--- config.mk ---
export PLATFORM = sky130hd
export DESIGN_NAME = standard_pwm_generator
export DESIGN_NICKNAME = d
export VERILOG_FILES = /design/src/pwm_unit_pkg.sv /design/src/standard_pwm_generator.sv
export SDC_FILE = /design/constraint.sdc
export NUM_CORES = 1
export LEC_CHECK = 0
export ABC_CLOCK_PERIOD_IN_PS = 2500
export BUFFER_PORTS_ARGS = -buffer_cell sky130_fd_sc_hd__buf_4
export CAP_MARGIN = 10
export CORE_UTILIZATION = 51
export CTS_BUF_LIST = sky130_fd_sc_hd__clkbuf_16
export CTS_CLUSTER_DIAMETER = 150
export CTS_CLUSTER_SIZE = 12
export DETAILED_ROUTE_END_ITERATION = 10
export GPL_TIMING_DRIVEN = 0
export PLACE_DENSITY = 0.85
export SLEW_MARGIN = 20
export SYNTH_ARGS = -nofsm -noshare
export SYNTH_HDL_FRONTEND = slang
export SYNTH_SLANG_ARGS = --single-unit
--- constraint.sdc ---
create_clock -name core_clk -period 2.5 [get_ports core_clk]
set_input_delay 0.125 -clock core_clk [delete_from_list [all_inputs] [get_ports core_clk]]
set_output_delay 0.125 -clock core_clk [all_outputs]
set_load 0.05 [all_outputs]
--- src/pwm_unit_pkg.sv ---
package pwm_unit_pkg;

	// APB request bundle from the bus master
	typedef struct packed {
		logic psel;
		logic penable;
		logic pwrite;
		logic [11:0] paddr;
		logic [31:0] pwdata;
	} apb_req_s;

	localparam int ADDR_W = 12;
	localparam int DATA_W = 32;

	// Register byte addresses
	localparam logic [11:0] ADDR_UNIT_CONTROL = 12'h000;
	localparam logic [11:0] ADDR_DUTY_HIGH = 12'h004;
	localparam logic [11:0] ADDR_DUTY_SHADOW = 12'h008;
	localparam logic [11:0] ADDR_TIMER_ASSIGN = 12'h00C;
	localparam logic [11:0] ADDR_PERIOD_LIMIT = 12'h010;
	localparam logic [11:0] ADDR_PIN_SOURCE = 12'h014;
	localparam logic [11:0] ADDR_TIMER_CONTROL = 12'h018;
	localparam logic [11:0] ADDR_TIMER_COUNT = 12'h01C;
	localparam logic [11:0] ADDR_PIN_DIRECTION = 12'h020;
	localparam logic [11:0] ADDR_TIMER_STATUS = 12'h024;

	// pwm_unit_control fields
	localparam int MODE_LSB = 0;
	localparam int DUTY_LOW_LSB = 4;
	// base_timer_control fields
	localparam int PRESCALE_LSB = 0;
	localparam int TIMER_ON_BIT = 2;
	localparam int POSTSCALE_LSB = 3;
	// Single-bit registers sit in bit 0
	localparam int FLAG_BIT = 0;
	localparam int DIRECTION_BIT = 0;

	// Mode select codes
	localparam logic [3:0] MODE_OFF = 4'h0;
	localparam logic [1:0] MODE_PWM_TOP = 2'h3;

	// Prescale select codes: 1:1, 1:4, 1:16, 1:64
	localparam logic [1:0] PRESCALE_1 = 2'h0;
	localparam logic [1:0] PRESCALE_4 = 2'h1;
	localparam logic [1:0] PRESCALE_16 = 2'h2;

	// Timer ticks once per four oscillator periods times the prescale
	localparam int OSC_PER_TICK = 4;
	localparam logic [7:0] TICK_LAST_1 = 8'h03;
	localparam logic [7:0] TICK_LAST_4 = 8'h0F;
	localparam logic [7:0] TICK_LAST_16 = 8'h3F;
	localparam logic [7:0] TICK_LAST_64 = 8'hFF;

	// Source code that routes this unit to the pin (arbitrary value)
	localparam logic [4:0] PIN_SOURCE_THIS_UNIT = 5'h0C;

	// Reset values
	localparam logic [7:0] RESET_BYTE = 8'h00;
	localparam logic RESET_DIRECTION_INPUT = 1'b1;

	// Clock figure
	localparam real CORE_CLK_NS = 4.0;

endpackage : pwm_unit_pkg

--- src/standard_pwm_generator.sv ---
`timescale 1ns/1ps

// Summary of operation
// - Period is (period_limit+1) times four oscillator clocks times prescale.
// - After count equals period_limit: clear count, set pin unless 0%, load shadow.
// - Postscaler setting never alters the PWM period.
// - Duty is 10 bits: high byte plus two low control bits.
// - Duty writes accepted anytime, take effect at next period restart.
// - Shadow duty byte is read-only while in PWM mode.
// - High time equals duty times one oscillator clock times prescale.
// - Active duty is double buffered in shadow byte and hidden latch.
// - Time base is count plus two clock-phase or prescaler bits.
// - Pin driven low when time base equals buffered duty.
// - Resolution is log2 of 4*(period_limit+1), ten bits at 255.
// - Duty beyond the period leaves the pin unchanged.
// - During sleep the timer and PWM latch freeze; pin holds, counting resumes afterwards.
// - Reset makes the pin an input and restores all registers.
// - PWM frequency follows the system clock proportionally.
// - Timer counts only while enabled; prescale from its select field.
// - Mode values with both upper bits set select PWM operation.
// - Mode value zero turns the unit off, clearing the PWM latch and shadow low bits.
module standard_pwm_generator #(
	parameter int COUNT_W = 8,
	parameter int DUTY_LOW_W = 2
) (
	input wire logic core_clk, // system clock, 250 MHz
	input wire logic rst, // synchronous reset, active high
	input wire logic sleep, // device asleep: freeze the unit
	input wire pwm_unit_pkg::apb_req_s apb_req, // APB request
	output logic [31:0] prdata, // APB read data
	output logic pready, // APB ready
	output logic pslverr, // APB error on unmapped address
	output logic unit_output_pin, // output pin level
	output logic unit_output_pin_oe_n, // pin driver enable, low drives
	output logic base_timer_match_flag // sticky period match flag
);
	import pwm_unit_pkg::*;

	initial
	begin
		if (COUNT_W != 8 || DUTY_LOW_W != 2)
			$error("standard_pwm_generator: only 8+2 bit time base");
	end

	////////////////////////////////////////////////////////////////////////
	// State

	typedef struct packed {
		logic [3:0] unit_mode_sel;
		logic [1:0] duty_low_bits;
		logic [7:0] duty_high_byte;
		logic [7:0] duty_shadow_high;
		logic [1:0] duty_shadow_low;
		logic [7:0] timer_assignment_sel;
		logic [7:0] period_limit;
		logic [4:0] pin_output_source_sel;
		logic [3:0] base_timer_postscale_sel;
		logic base_timer_on;
		logic [1:0] base_timer_prescale_sel;
		logic [7:0] base_timer_count;
		logic [7:0] pre_count;
		logic [3:0] post_count;
		logic match_flag;
		logic pin_direction_bit;
		logic pwm_latch;
		logic pin_out;
		logic pin_oe_n;
		logic pready;
		logic pslverr;
		logic [31:0] prdata;
	} unit_state_s;

	unit_state_s state;
	unit_state_s next_state;

	////////////////////////////////////////////////////////////////////////
	// Helpers

	logic pwm_mode;
	logic mode_off;
	logic [7:0] tick_last;
	logic [1:0] next_phase_bits;
	logic tick;
	logic period_match;
	logic [9:0] next_time_base;
	logic [9:0] duty_active;
	logic [9:0] duty_written;
	logic access;
	logic wr_en;
	logic rd_en;
	logic addr_ok;
	logic [31:0] rd_value;

	always_comb
	begin
		pwm_mode = (state.unit_mode_sel[3:2] == MODE_PWM_TOP);
		mode_off = (state.unit_mode_sel == MODE_OFF);

		// four clocks per tick times prescale
		case (state.base_timer_prescale_sel)
			PRESCALE_1: tick_last = TICK_LAST_1;
			PRESCALE_4: tick_last = TICK_LAST_4;
			PRESCALE_16: tick_last = TICK_LAST_16;
			default: tick_last = TICK_LAST_64;
		endcase

		tick = state.base_timer_on && !sleep &&
			(state.pre_count >= tick_last);
		period_match = tick &&
			(state.base_timer_count == state.period_limit);

		duty_written = {state.duty_high_byte, state.duty_low_bits};
		// active duty from shadow and latch
		duty_active = {state.duty_shadow_high, state.duty_shadow_low};
	end

	////////////////////////////////////////////////////////////////////////
	// APB decode

	always_comb
	begin
		access = apb_req.psel && apb_req.penable;
		wr_en = access && state.pready && apb_req.pwrite;
		rd_en = access && !state.pready && !apb_req.pwrite;

		addr_ok = 1'b1;
		rd_value = '0;
		case (apb_req.paddr)
			ADDR_UNIT_CONTROL:
			begin
				rd_value[MODE_LSB +: 4] = state.unit_mode_sel;
				rd_value[DUTY_LOW_LSB +: 2] = state.duty_low_bits;
			end
			ADDR_DUTY_HIGH: rd_value[7:0] = state.duty_high_byte;
			ADDR_DUTY_SHADOW: rd_value[7:0] = state.duty_shadow_high;
			ADDR_TIMER_ASSIGN: rd_value[7:0] = state.timer_assignment_sel;
			ADDR_PERIOD_LIMIT: rd_value[7:0] = state.period_limit;
			ADDR_PIN_SOURCE: rd_value[4:0] = state.pin_output_source_sel;
			ADDR_TIMER_CONTROL:
			begin
				rd_value[PRESCALE_LSB +: 2] = state.base_timer_prescale_sel;
				rd_value[TIMER_ON_BIT] = state.base_timer_on;
				rd_value[POSTSCALE_LSB +: 4] =
					state.base_timer_postscale_sel;
			end
			ADDR_TIMER_COUNT: rd_value[7:0] = state.base_timer_count;
			ADDR_PIN_DIRECTION:
				rd_value[DIRECTION_BIT] = state.pin_direction_bit;
			ADDR_TIMER_STATUS: rd_value[FLAG_BIT] = state.match_flag;
			default: addr_ok = 1'b0;
		endcase
	end

	////////////////////////////////////////////////////////////////////////
	// Next state

	always_comb
	begin
		next_state = state;

		// One wait state so read data can come from a flop
		next_state.pready = access && !state.pready;
		next_state.pslverr = access && !state.pready && !addr_ok;
		if (rd_en)
			next_state.prdata = rd_value;

		// Software writes, taken at the completing edge
		// duty writes accepted at any time
		if (wr_en && addr_ok)
		begin
			case (apb_req.paddr)
				ADDR_UNIT_CONTROL:
				begin
					next_state.unit_mode_sel =
						apb_req.pwdata[MODE_LSB +: 4];
					next_state.duty_low_bits =
						apb_req.pwdata[DUTY_LOW_LSB +: 2];
				end
				ADDR_DUTY_HIGH:
					next_state.duty_high_byte = apb_req.pwdata[7:0];
				ADDR_DUTY_SHADOW:
				begin
					if (!pwm_mode)
						next_state.duty_shadow_high = apb_req.pwdata[7:0];
				end
				ADDR_TIMER_ASSIGN:
					next_state.timer_assignment_sel = apb_req.pwdata[7:0];
				ADDR_PERIOD_LIMIT:
					next_state.period_limit = apb_req.pwdata[7:0];
				ADDR_PIN_SOURCE:
					next_state.pin_output_source_sel = apb_req.pwdata[4:0];
				ADDR_TIMER_CONTROL:
				begin
					next_state.base_timer_prescale_sel =
						apb_req.pwdata[PRESCALE_LSB +: 2];
					next_state.base_timer_on = apb_req.pwdata[TIMER_ON_BIT];
					next_state.base_timer_postscale_sel =
						apb_req.pwdata[POSTSCALE_LSB +: 4];
				end
				ADDR_TIMER_COUNT:
					next_state.base_timer_count = apb_req.pwdata[7:0];
				ADDR_PIN_DIRECTION:
					next_state.pin_direction_bit =
						apb_req.pwdata[DIRECTION_BIT];
				ADDR_TIMER_STATUS:
				begin
					// Write one clears; a match in the same cycle wins below
					if (apb_req.pwdata[FLAG_BIT])
						next_state.match_flag = 1'b0;
				end
				default: next_state.match_flag = state.match_flag;
			endcase
		end

		if (!sleep && state.base_timer_on)
		begin
			if (tick)
			begin
				// phase bits restart with the count
				next_state.pre_count = '0;
				if (period_match)
				begin
					next_state.base_timer_count = '0;
					if (state.post_count == state.base_timer_postscale_sel)
					begin
						next_state.post_count = '0;
						next_state.match_flag = 1'b1;
					end
					else
						next_state.post_count = state.post_count + 4'h1;
				end
				else
					next_state.base_timer_count =
						state.base_timer_count + 8'h01;
			end
			else
				next_state.pre_count = state.pre_count + 8'h01;
		end

		// clock phase or prescaler bits below the count
		case (next_state.base_timer_prescale_sel)
			PRESCALE_1: next_phase_bits = next_state.pre_count[1:0];
			PRESCALE_4: next_phase_bits = next_state.pre_count[3:2];
			PRESCALE_16: next_phase_bits = next_state.pre_count[5:4];
			default: next_phase_bits = next_state.pre_count[7:6];
		endcase
		// ten-bit time base as it stands after this edge
		next_time_base = {next_state.base_timer_count, next_phase_bits};

		if (!sleep && pwm_mode)
		begin
			if (period_match)
			begin
				next_state.duty_shadow_high = state.duty_high_byte;
				next_state.duty_shadow_low = state.duty_low_bits;
				// pin set unless duty is zero
				next_state.pwm_latch = (duty_written != '0);
			end
			// Cleared one edge early: latch is low once the base hits duty
			else if (next_time_base == duty_active)
			begin
				// high time is duty times prescale clocks
				// no match inside the period keeps the pin
				next_state.pwm_latch = 1'b0;
			end
		end

		if (mode_off)
		begin
			next_state.pwm_latch = 1'b0;
			next_state.duty_shadow_low = '0;
		end

		// Pin follows the unit only when routed and in PWM mode
		next_state.pin_out = pwm_mode && state.pwm_latch &&
			(state.pin_output_source_sel == PIN_SOURCE_THIS_UNIT);
		next_state.pin_oe_n = state.pin_direction_bit;
	end

	////////////////////////////////////////////////////////////////////////
	// Registers

	always_ff @(posedge core_clk)
	begin
		if (rst)
		begin
			state <= '0;
			state.pin_direction_bit <= RESET_DIRECTION_INPUT;
			state.pin_oe_n <= RESET_DIRECTION_INPUT;
		end
		else
			state <= next_state;
	end

	// resolution follows period_limit through the time base
	assign prdata = state.prdata;
	assign pready = state.pready;
	assign pslverr = state.pslverr;
	assign unit_output_pin = state.pin_out;
	assign unit_output_pin_oe_n = state.pin_oe_n;
	assign base_timer_match_flag = state.match_flag;

endmodule : standard_pwm_generator

==> results.md <==
* Status: finished with violations
* Violated checks: negative setup slack
* Synth area leaders: dfxtp_1, mux2i_1, nor2_1, buf_4, nand2_1
* Htree depth at 3
* Sequential cell area at 1750 um^2
* # rows at 35
* I/O pin cnt at 87
* Critical path's most frequent cell: nand4_1
* Pwr/cell area at 503 nW/um^2
* Final Max Tran Viols at 0
* HPWL after DPL at 11000 um
* Nets at 738
* IO Port Bufs at 32
* Synthesized netlist cell count at 596
* Reg2Reg Depth at 10
* Worst R2R Setup Slack at -100 ps
* PnR worst setup slack at -97.0 ps
* Die Wd at 102 um
* Largest net degree at the start of global routing at 14
* Die area at 10300 um^2
* Worst hold slack at 66.4 ps
* Core area at 9420 um^2
* Post-synth ARST share at 0
* Post-synth EDFFs at 0
* Worst setup SP type: flop
* Final Skew at 12.5 ps
* Switch Pwr at 0.767 mW
* GR Util met2 at 0.499
* Worst rel slew slack at 0.408
* Clk_lat worst skew at 350 ps
* Vias at 4978
* Final Power at 3.10 mW
* GRT Total Usage at 0.320
* Final std cells w/o fill at 812
* Number of unique standard cell types used by synthesis at 70
* HP Start: apb_req[45]
* Vias in the first global route at 4629
* Logic gate share of total power at 0.092
* Final min period at 2600 ps
* Fin util at 0.655
* CP max stage cell: dfxtp_4
* # DRC at 0
* Num CTS Buffers at 9
* CP Max Fanout at 7
* CP required at 2730 ps
* DR vias/cell at 6.13
* Diode count at 0
* Clk sinks at 87
* Multi-input logic area at 3150 um^2
* Unrepaired setup endpoints after global routing: yes
* Max cap viols at 0
* CP endpoint kind: flop
* FF-to-FF End: state[36]
* DR pass1 iterations at 8
* Top FF cell, synth: dfxtp_1
* Worst-path clk slew at 70 ps
* Met3 usage at 0.0649
* GRT met1 Usage at 0.416
* Post-synth top cells: dfxtp_1, nor2_1, mux2i_1
* Deepest clock path buffer count at 2
* Final period utilization at 1.04
* Synthesis-stage register bit count at 87
* Actual slew at the worst max-slew pin at 888 ps
* Reg-to-Reg Start: state[60]
* DIE HEIGHT at 102 um
* Placed cells at 780
* Routability Congestion at 0.942
* Antenna violations before repair at 0
* WL final at 16200 um
* Cell area after synthesis at 5050 um^2
* Fill cells at 727
* Most numerous cell in the Yosys netlist: dfxtp_1
* Root buffer cell: clkbuf_16
* DRT antenna net count at 0
* Iteration-0 DRC count of the detailed router at 567
* Fmax achieved at 385 MHz
* Share of cells above drive strength 1 at 0.230
* Routed WL per cell at 20.0 um
* Critical path cell sequence: inv_2, ha_4, nand4_1, a21oi_4, o21ai_4, a211o_1, and3_4, nor4b_4, nand4_1, o31a_1
* Area share of the largest cell type after synthesis at 0.345
* # setup viols final at 1
* Maximum vdd drop at 0.324 mV
* Post-synthesis sequential area ratio at 0.345
* GR peak layer: met2
* Area leader, netlist: dfxtp_1
* CTS tree: done
* Worst hold stages at 3
* Sw Share at 0.248
* Initial Util at 0.536
* First-pass GRT wire length at 24700 um
* Sequential share of power at 0.449
* Dpl ws at -582 ps
* Final hold vios at 0
* Min-delay worst type: in -> reg
* Arrival @ worst endpoint at 2830 ps
* Critical setup path kind: reg -> reg
* Delay of the slowest critical-path stage at 400 ps
* Grt ovf at 0
* P_leak at 2.58 nW
* Average size of a mapped cell at 8.47 um^2
* Clock group share of total power at 0.459
* Layout area overhead at 22.1%
* Hold path endpoint: pready
* Int Pwr at 2.33 mW
* Synth warn at 0
## state kept, by name (all words and copies together) (netlist names)
| register | cells |
|---|---|
| state | 53 |
| duty_active | 10 |
| unit_output_pin | 1 |
| base_timer_match_flag | 1 |
| pslverr | 1 |
| next_state | 1 |
| duty_written | 10 |
| unit_output_pin_oe_n | 1 |
| prdata | 8 |
| pready | 1 |
## power by group through the flow
stage	clock (mW)	combinational, mW	sequential [mW]
3_5_place_dp	0	0.277	1.42
6_report	1.42	0.286	1.39
3_3_place_gp	0	0.274	1.42
2_1_floorplan	0	0.192	1.43
5_1_grt	1.47	0.299	1.39
4_1_cts	1.40	0.279	1.39
## per-layer routing
layer,share of wire,vias up
met5,0,-
met4,0.055,0
met3,0.11,76
met2,0.45,351
met1,0.39,2318
li1,-,2233
## metrics by stage
step	instance area [um^2]	setup TNS, ps
finish	6170	-97.0
CTS	6080	0
floorplan	5140	0
global route	6170	-189
global placement	5540	-5530
detailed placement	5540	-6820
## kinds of logic (layout without fill, tap and decap cells)
group,count (synthesis),after routing,synth area share
flops,87,87,0.345
mux,57,57,0.113
other cells,1,24,0.000743
fa+ha+maj,9,9,0.0223
xor+xnor,27,27,0.0468
buf+inv,69,133,0.0815
simple gates,237,237,0.243
compound gates,109,109,0.148
## final cells by class
class / count / share of cell area
Timing Repair Buffer: 49 / 0.0601
Clock inverter: 6 / 0.0126
Buffer: 65 / 0.0667
Multi-Input combinational cell: 463 / 0.511
Clock buffer: 9 / 0.0365
Sequential cell: 87 / 0.284
Inverter: 4 / 0.00243
Tap cell: 129 / 0.0262
## worst max path at each step
| stage | startpoint | end | slack (ps) | depth (start not counted) |
|---|---|---|---|---|
| final | state[60] | state[36] | -100 | 10 |
| after global routing | state[60] | state[36] | -190 | 11 |
| after CTS | state[60] | state[36] | 4 | 12 |
| after detailed placement | state[59] | state[36] | -580 | 11 |
| after global placement | state[59] | state[36] | -490 | 11 |
| after floorplan | state[60] | state[36] | 20 | 10 |
## repair_timing
action	CTS	global route
endpoints found under the setup margin	20	15
hold buffers	1	0
gates cloned	0	0
endpoints found under the hold margin	1	0
resized for setup	28	19
pin swaps	8	10
buffers inserted	14	2
## placed cells by master, fill, tap and decap left out, types with 9 or more instances in the layout
cell and instances:
buf_4 83, a211oi_1 11, clkbuf_1 15, a21oi_1 30, nor2_1 70, nor3_1 9
xnor2_1 18, clkbuf_16 9, a22oi_1 9, xor2_1 9, dfxtp_1 83, nand2_1 53
conb_1 24, nand3_1 32, mux2i_1 55, o21ai_0 9
## critical path: cells and delay by family, from the launching register on
kind            cells  cell delay [ps]
buf+inv             1               70
fa+ha+maj           1              300
simple gates        4              680
compound gates      4             1010
flops               1              400
Note: power is estimated with default switching activity, not from simulation.
